**config.mk**
```make
export PLATFORM = sky130hd
export DESIGN_NAME = plac_top
export DESIGN_NICKNAME = d
export VERILOG_FILES = /design/src/hdl/plac_pkg.sv /design/src/hdl/plac_top.sv
export VERILOG_INCLUDE_DIRS = /design/src /design/src/hdl
export SDC_FILE = /design/constraint.sdc
export NUM_CORES = 1
export LEC_CHECK = 0
export BUFFER_PORTS_ARGS = -buffer_cell sky130_fd_sc_hd__buf_2
export CAP_MARGIN = 10
export CORE_ASPECT_RATIO = 2
export CORE_MARGIN = 4
export CORE_UTILIZATION = 49
export CTS_CLUSTER_SIZE = 14
export DETAILED_ROUTE_END_ITERATION = 8
export PLACE_DENSITY_LB_ADDON = 0.12
export SKIP_CTS_REPAIR_TIMING = 1
export SLEW_MARGIN = 20
export SYNTH_ARGS = -nofsm -noshare
export SYNTH_HDL_FRONTEND = slang
export SYNTH_SLANG_ARGS = --single-unit
```
**constraint.sdc**
```tcl
create_clock -name aclk -period 2.5 [get_ports aclk]
set_input_delay 0.5 -clock aclk [delete_from_list [all_inputs] [get_ports aclk]]
set_output_delay 0.5 -clock aclk [all_outputs]
set_load 0.01 [all_outputs]
```
**src/hdl/plac_cfg.svh**
```systemverilog
// constants of the performance level access controller
//
// Notes on behaviour
// - A register write is ignored while the access controller write lock is on.
// - The interrupt flag register ignores the write lock and stays writable.
// - Writes marked as debugger accesses pass the write lock.
// - With the block attributed non-secure, secure and non-secure accesses both work.
// - With the block secure, a non-secure access is dropped: no write, zero read, error pulse.
// - Software selects one of exactly two performance levels.
// - Level zero is the most efficient one, with the lower maximum frequency.
// - Bit 0 of the flag register is set when the level is ready and, if enabled, interrupts.
// - Writing one to the ready flag clears it and its interrupt request.
`ifndef PLAC_CFG_SVH
`define PLAC_CFG_SVH

// register indices, byte address is four times the index
`define PLAC_IDX_LEVEL      6'h02
`define PLAC_IDX_EN_CLR     6'h04
`define PLAC_IDX_EN_SET     6'h05
`define PLAC_IDX_FLAG       6'h06
`define PLAC_IDX_STATUS     6'h07

// field positions
`define PLAC_BIT_LEVEL_SEL  0
`define PLAC_BIT_RDY        0
`define PLAC_BIT_ST_LEVEL   0
`define PLAC_BIT_ST_BUSY    1

// reset values
`define PLAC_RST_LEVEL      1'h0
`define PLAC_RST_FLAG       1'h0
`define PLAC_RST_INTEN      1'h0

// response codes
`define PLAC_RESP_OKAY      2'h0
`define PLAC_RESP_SLVERR    2'h2

// voltage transition time
`define PLAC_TRANS_NS       1000
`define PLAC_CLK_MHZ        250
`define PLAC_TRANS_CYC      ((`PLAC_TRANS_NS * `PLAC_CLK_MHZ + 999) / 1000)

`endif

```
**src/hdl/plac_pkg.sv**
```systemverilog
// types of the performance level access controller
package plac_pkg;

    // one captured bus access
    typedef struct packed {
        logic [5:0] idx;
        logic       nonsec;
        logic       debug;
    } plac_req_s;

    // level transition state
    typedef enum logic [1:0] {
        PLAC_ST_STABLE = 2'b01,
        PLAC_ST_SCALE  = 2'b10
    } plac_state_e;

endpackage : plac_pkg

```
**src/hdl/plac_top.sv**
```systemverilog
// performance level controller with protected register access over axi4-lite
//
// Our own choice: the AXI4-Lite register port.
`timescale 1ns/1ns
`default_nettype none
`include "plac_cfg.svh"

module plac_top #(
    parameter int unsigned CNT_W     = 16,
    parameter int unsigned TRANS_CYC = `PLAC_TRANS_CYC
) (
    input  wire logic        aclk,          // bus clock
    input  wire logic        aresetn,       // sync reset, active low
    input  wire logic        awvalid,       // write address valid
    output logic             awready,       // write address ready
    input  wire logic [7:0]  awaddr,        // write byte address
    input  wire logic [2:0]  awprot,        // bit 1 high: non-secure
    input  wire logic        aw_debug,      // write comes from debugger
    input  wire logic        wvalid,        // write data valid
    output logic             wready,        // write data ready
    input  wire logic [31:0] wdata,         // write data
    input  wire logic [3:0]  wstrb,         // byte enables
    output logic             bvalid,        // write response valid
    input  wire logic        bready,        // write response ready
    output logic [1:0]       bresp,         // write response
    input  wire logic        arvalid,       // read address valid
    output logic             arready,       // read address ready
    input  wire logic [7:0]  araddr,        // read byte address
    input  wire logic [2:0]  arprot,        // bit 1 high: non-secure
    output logic             rvalid,        // read data valid
    input  wire logic        rready,        // read data ready
    output logic [31:0]      rdata,         // read data
    output logic [1:0]       rresp,         // read response
    input  wire logic        secure_attr,   // block attributed secure
    input  wire logic        write_lock,    // access controller write lock
    output logic             access_error,  // dropped access pulse
    output logic             irq,           // level interrupt
    output logic             perf_level,    // active performance level
    output logic             level_busy     // voltage transition running
);

    ////////////////////////////////////////////////////////////////////////////
    // registers

    logic                  awready_q;
    logic                  wready_q;
    logic                  aw_hold_q;
    logic                  w_hold_q;
    plac_pkg::plac_req_s   aw_q;
    logic [31:0]           wdata_q;
    logic                  wstrb0_q;
    logic                  bvalid_q;
    logic [1:0]            bresp_q;
    logic                  arready_q;
    logic                  rvalid_q;
    logic [31:0]           rdata_q;
    logic [1:0]            rresp_q;
    logic                  access_error_q;
    logic                  irq_q;
    logic                  level_sel_q;
    logic                  level_act_q;
    logic                  flag_q;
    logic                  inten_q;
    plac_pkg::plac_state_e state_q;
    logic [CNT_W-1:0]      cnt_q;

    ////////////////////////////////////////////////////////////////////////////
    // write path decode

    plac_pkg::plac_req_s aw_in;
    plac_pkg::plac_req_s ar_in;
    logic                aw_fire;
    logic                w_fire;
    logic                wr_fire;
    logic                wr_drop;
    logic                wr_mapped;
    logic                wr_locked;
    logic                wr_ok;
    logic                wr_level;
    logic                wr_enset;
    logic                wr_enclr;
    logic                wr_flag;

    assign aw_in.idx    = awaddr[7:2];
    assign aw_in.nonsec = awprot[1];
    assign aw_in.debug  = aw_debug;
    assign ar_in.idx    = araddr[7:2];
    assign ar_in.nonsec = arprot[1];
    assign ar_in.debug  = 1'b0;

    assign aw_fire   = awvalid && awready_q;
    assign w_fire    = wvalid && wready_q;
    assign wr_fire   = aw_hold_q && w_hold_q && !bvalid_q;
    assign wr_drop   = secure_attr && aw_q.nonsec;
    assign wr_mapped = (aw_q.idx == `PLAC_IDX_LEVEL)
                    || (aw_q.idx == `PLAC_IDX_EN_CLR)
                    || (aw_q.idx == `PLAC_IDX_EN_SET)
                    || (aw_q.idx == `PLAC_IDX_FLAG)
                    || (aw_q.idx == `PLAC_IDX_STATUS);
    // lock never covers the flag register, debugger passes it
    assign wr_locked = write_lock && !aw_q.debug
                    && (aw_q.idx != `PLAC_IDX_FLAG);
    assign wr_ok     = wr_fire && wr_mapped && !wr_drop && !wr_locked && wstrb0_q;

    assign wr_level = wr_ok && (aw_q.idx == `PLAC_IDX_LEVEL);
    assign wr_enset = wr_ok && (aw_q.idx == `PLAC_IDX_EN_SET)
                   && wdata_q[`PLAC_BIT_RDY];
    assign wr_enclr = wr_ok && (aw_q.idx == `PLAC_IDX_EN_CLR)
                   && wdata_q[`PLAC_BIT_RDY];
    assign wr_flag  = wr_ok && (aw_q.idx == `PLAC_IDX_FLAG)
                   && wdata_q[`PLAC_BIT_RDY];

    ////////////////////////////////////////////////////////////////////////////
    // read path decode

    logic        rd_fire;
    logic        rd_drop;
    logic        rd_mapped;
    logic        rd_flag;
    logic [31:0] rd_word;

    assign rd_fire   = arvalid && arready_q;
    assign rd_drop   = secure_attr && ar_in.nonsec;
    assign rd_mapped = (ar_in.idx == `PLAC_IDX_LEVEL)
                    || (ar_in.idx == `PLAC_IDX_EN_CLR)
                    || (ar_in.idx == `PLAC_IDX_EN_SET)
                    || (ar_in.idx == `PLAC_IDX_FLAG)
                    || (ar_in.idx == `PLAC_IDX_STATUS);
    assign rd_flag   = rd_fire && !rd_drop && (ar_in.idx == `PLAC_IDX_FLAG);

    always_comb begin
        rd_word = 32'h0000_0000;
        if (rd_drop) begin
            rd_word = 32'h0000_0000;
        end else if (ar_in.idx == `PLAC_IDX_LEVEL) begin
            rd_word[`PLAC_BIT_LEVEL_SEL] = level_sel_q;
        end else if (ar_in.idx == `PLAC_IDX_EN_CLR) begin
            rd_word[`PLAC_BIT_RDY] = inten_q;
        end else if (ar_in.idx == `PLAC_IDX_EN_SET) begin
            rd_word[`PLAC_BIT_RDY] = inten_q;
        end else if (ar_in.idx == `PLAC_IDX_FLAG) begin
            rd_word[`PLAC_BIT_RDY] = flag_q;
        end else if (ar_in.idx == `PLAC_IDX_STATUS) begin
            rd_word[`PLAC_BIT_ST_LEVEL] = level_act_q;
            rd_word[`PLAC_BIT_ST_BUSY]  = (state_q == plac_pkg::PLAC_ST_SCALE);
        end
    end

    ////////////////////////////////////////////////////////////////////////////
    // level transition

    plac_pkg::plac_state_e state_d;
    logic [CNT_W-1:0]      cnt_d;
    logic                  trans_done;

    assign trans_done = (state_q == plac_pkg::PLAC_ST_SCALE)
                     && (cnt_q == CNT_W'(TRANS_CYC - 1)) && !wr_level;

    always_comb begin
        state_d = state_q;
        cnt_d   = cnt_q;
        case (state_q)
            plac_pkg::PLAC_ST_STABLE: begin
                if (wr_level) begin
                    state_d = plac_pkg::PLAC_ST_SCALE;
                    cnt_d   = '0;
                end
            end
            plac_pkg::PLAC_ST_SCALE: begin
                if (wr_level) begin
                    cnt_d = '0;
                end else if (trans_done) begin
                    state_d = plac_pkg::PLAC_ST_STABLE;
                end else begin
                    cnt_d = cnt_q + CNT_W'(1);
                end
            end
            default: begin
                state_d = plac_pkg::PLAC_ST_STABLE;
                cnt_d   = '0;
            end
        endcase
    end

    ////////////////////////////////////////////////////////////////////////////
    // flag and enable next values

    logic flag_d;
    logic flag_clr;
    logic inten_d;

    // new selection or software clear empties the flag, completion wins
    assign flag_clr = wr_flag || rd_flag || wr_level;
    assign flag_d   = trans_done || (flag_q && !flag_clr);
    assign inten_d  = wr_enset || (inten_q && !wr_enclr);

    ////////////////////////////////////////////////////////////////////////////
    // bus handshake registers

    always_ff @(posedge aclk) begin
        if (!aresetn) begin
            awready_q <= 1'b0;
            wready_q  <= 1'b0;
            aw_hold_q <= 1'b0;
            w_hold_q  <= 1'b0;
            aw_q      <= '0;
            wdata_q   <= 32'h0000_0000;
            wstrb0_q  <= 1'b0;
            bvalid_q  <= 1'b0;
            bresp_q   <= `PLAC_RESP_OKAY;
        end else begin
            awready_q <= awvalid && !awready_q && !aw_hold_q && !bvalid_q;
            wready_q  <= wvalid && !wready_q && !w_hold_q && !bvalid_q;
            if (aw_fire) begin
                aw_hold_q <= 1'b1;
                aw_q      <= aw_in;
            end else if (wr_fire) begin
                aw_hold_q <= 1'b0;
            end
            if (w_fire) begin
                w_hold_q <= 1'b1;
                wdata_q  <= wdata;
                wstrb0_q <= wstrb[0];
            end else if (wr_fire) begin
                w_hold_q <= 1'b0;
            end
            if (wr_fire) begin
                bvalid_q <= 1'b1;
                bresp_q  <= wr_mapped ? `PLAC_RESP_OKAY : `PLAC_RESP_SLVERR;
            end else if (bready) begin
                bvalid_q <= 1'b0;
            end
        end
    end

    always_ff @(posedge aclk) begin
        if (!aresetn) begin
            arready_q <= 1'b0;
            rvalid_q  <= 1'b0;
            rdata_q   <= 32'h0000_0000;
            rresp_q   <= `PLAC_RESP_OKAY;
        end else begin
            arready_q <= arvalid && !arready_q && !rvalid_q;
            if (rd_fire) begin
                rvalid_q <= 1'b1;
                rdata_q  <= rd_word;
                rresp_q  <= rd_mapped ? `PLAC_RESP_OKAY : `PLAC_RESP_SLVERR;
            end else if (rready) begin
                rvalid_q <= 1'b0;
            end
        end
    end

    ////////////////////////////////////////////////////////////////////////////
    // block state registers

    always_ff @(posedge aclk) begin
        if (!aresetn) begin
            level_sel_q <= `PLAC_RST_LEVEL;
            level_act_q <= `PLAC_RST_LEVEL;
            flag_q      <= `PLAC_RST_FLAG;
            inten_q     <= `PLAC_RST_INTEN;
            state_q     <= plac_pkg::PLAC_ST_STABLE;
            cnt_q       <= '0;
            irq_q       <= 1'b0;
            access_error_q <= 1'b0;
        end else begin
            if (wr_level) begin
                level_sel_q <= wdata_q[`PLAC_BIT_LEVEL_SEL];
            end
            if (trans_done) begin
                level_act_q <= level_sel_q;
            end
            flag_q      <= flag_d;
            inten_q     <= inten_d;
            state_q     <= state_d;
            cnt_q       <= cnt_d;
            irq_q       <= flag_d && inten_d;
            access_error_q <= (wr_fire && wr_drop) || (rd_fire && rd_drop);
        end
    end

    ////////////////////////////////////////////////////////////////////////////
    // outputs

    assign awready    = awready_q;
    assign wready     = wready_q;
    assign bvalid     = bvalid_q;
    assign bresp      = bresp_q;
    assign arready    = arready_q;
    assign rvalid     = rvalid_q;
    assign rdata      = rdata_q;
    assign rresp      = rresp_q;
    assign access_error = access_error_q;
    assign irq        = irq_q;
    assign perf_level = level_act_q;
    // one-hot scale bit of the state register
    assign level_busy = state_q[1];

endmodule : plac_top

`default_nettype wire
```
==> impl_metrics.ini <==
[synthesis]
synth_fa_ha_area_share_pct = 1.086
avgSynthCellArea_um2 = 8.830
yosys-top-cells-area = dfxtp_1 39%, buf_4 10%, nand2_1 4.7%
synth_xor_area_share_pct = 4.940
synth_top_family_by_area = simple AND/OR/NAND/NOR gates
synthCells = 261
ys_seq_area_share_pct = 39.09
yosysWarnings = 0
synth-simple-area-share_pct = 28.88
synth-seq-cells = 45
synth_area_um2 = 2305
post-synth-top-area-cell = dfxtp_1
synth_compound_area_share_pct = 12.43
synth_top_area_share_pct = 39.09
synth.distinct_cells = 51
synth_mux_area_share_pct = 0.8686

[cts]
numCtsBuffers = 5
clkTransAtPathRegs_ps = 90
cts_sinks = 45
cts_tree = yes
insertion_delay_ps = 300
cts-root-buf = clkbuf_8
clock_tree.buffer_depth = 2
htree_levels = 2

[route]
first_pass_iters = 4
routed_wirelength_mm = 4.669
post-route-drc-count = 0
wl_per_cell_um = 13.15
dr_total_vias = 1783
via_per_inst = 5.023
dr.first_iter.drc_count = 16
ant_nets = 0

[timing]
final-setup-viol-count = 0
holdWs_ps = 442.5
fin_crit_ps = 1722
worst_slack_ps = 777.9
finClkSkew_ps = 10.35
finalCritPeriodShare_pct = 68.89
tightest_slew_ps = 501.9
max_freq_mhz = 580.7
setup_tns_ps = 0
hold_viol = 0
rsz0062_at_grt = false
final-max-slew-violation-count = 0
maxSlewHeadroom_pct = 66.38

[cells_and_area]
antennaDiodeCount = 0
drive_above_1_share_pct = 20.00
fin_nets = 369
n_fill_cell = 463
layout_commonest_cell = dfxtp_1
area_growth_syn_to_layout_pct = 8.740
final_cell_mix = 45 x dfxtp_1, 38 x buf_2, 32 x conb_1

[min_path]
hp-class = in -> reg

[floorplan]
die_y_um = 105.0
dieWidth_um = 56.50
io_pins = 113
die_area_um2 = 5931
start_util_pct = 50.12
core_um2 = 4598
row_count = 35

[job]
drv_cap = 0

[place]
gp_congestion = 0.7538
pre_cts_ws_ps = 624.3
port_buffers = 38
place_hpwl_mm = 3.745

[pwr]
pwr-share-seq_pct = 56.4
switchingPower_uw = 325.3
p_int_uw = 987.6
clkPwrFrac_pct = 36.0
p_leak_nw = 1.048
vdd_drop_max_v = 0.0004115
p_sw_share_pct = 24.77
power_density_nw_per_um2 = 523.8
comb_power_share_pct = 7.6

[worst_setup_path]
setup.worst_path.start_class = register
worstPathRequired_ps = 2700
worstPathMaxFanout = 6
arrival_ps = 1930
critPathKind = reg -> reg
r2r_slack_ps = 780
critPathCaptureType = register

[global_route]
grt_start_max_net_pins = 30
antenna_found_initial = 0
grt_pass1_wl_mm = 7.762
grt_pass1_vias = 1748
overflow = 0
track_usage_pct = 16.35

[outcome]
status = completed
## worst paths after layout
check	start	end	cells past startpoint
setup / recovery	cnt_q[0]	state_q[1]	6
hold / removal	arvalid	arready	3
setup reg to reg	cnt_q[0]	state_q[1]	6
hold reg to reg	rvalid	arready	1
## metal layers
layer	share of wire [%]	global-route usage [%]
met1	34	14.66
met2	60	33.69
met5	0	0
met4	1.8	5.772
met3	4.1	2.967
## sequential cells by signal, indices dropped and copies added (netlist names), 2 cells and up
register  flops
aw_q          8
cnt_q        16
rdata         2
state_q       2
## through the flow
step / utilization [%] / power, mW / std cells / instance area, um2
after floorplan: - / 0.8577 / 292 / 2421
after global placement: 52.41 / 0.8567 / 347 / 2410
after detailed placement: 52.41 / 0.8575 / 347 / 2410
after CTS: 54.50 / 1.331 / 355 / 2506
after global routing: 54.50 / 1.364 / 355 / 2506
final: 54.50 / 1.313 / 355 / 2506
## layout make-up
| class | instances | area [um2] | share of cell area, % |
|---|---|---|---|
| multi-input cells | 204 | 1231 | 49.13 |
| flip-flops and latches | 45 | 900.9 | 35.95 |
| repair buffers | 38 | 190.2 | 7.589 |
| clock buffers | 6 | 82.58 | 3.295 |
| well taps | 55 | 68.82 | 2.746 |
| inverters | 5 | 18.77 | 0.7489 |
| clock inverters | 2 | 13.76 | 0.5492 |
## synthesized netlist by cell type, drive strengths merged
cell and count:
o21ai 8, nor3 10, and3b 1, nor2b 7, nand4bb 2, o31ai 1
xnor2 1, and3 3, buf 34, nand4 7, ha 2, a211oi 1
a21oi 3, and2 2, mux2i 2, and4 1, a32oi 1, nor2 22
xor2 12, a211o 1, and2b 1, dfxtp 45, conb 1, inv 5
nand3 17, o211ai 2, a41o 1, o21a 2, o311a 1, nor4 2
nor4b 3, a31oi 2, nand2b 6, a21boi 14, or3 1, clkbuf 4
nor3b 3, o22a 1, nand2 29
## cells by family (layout without fill, tap and decap cells)
logic type | after synthesis | count (layout)
and+or+nand+nor | 117 | 117
xor gates and xnor gates | 13 | 13
DFF | 45 | 45
adders and majority gates | 2 | 2
other | 1 | 32
buffers and inverters | 43 | 51
muxes | 2 | 2
AOI/OAI and AO/OA | 38 | 38
## critical path: stages (launching register included)
cell	delay, ps
dfxtp_1	430
ha_1	180
nor4b_2	210
nand4_2	230
nor2_1	270
a21boi_1	120
o21a_1	190
## power by group through the flow
stage	combinational (mW)	clock [mW]	sequential [mW]
CTS	0.101	0.490	0.740
floorplan	0.103	0	0.755
finish	0.100	0.473	0.740
global placement	0.100	0	0.757
global route	0.113	0.508	0.742
detailed placement	0.101	0	0.757
No activity file was read; power rests on OpenSTA's default activity.
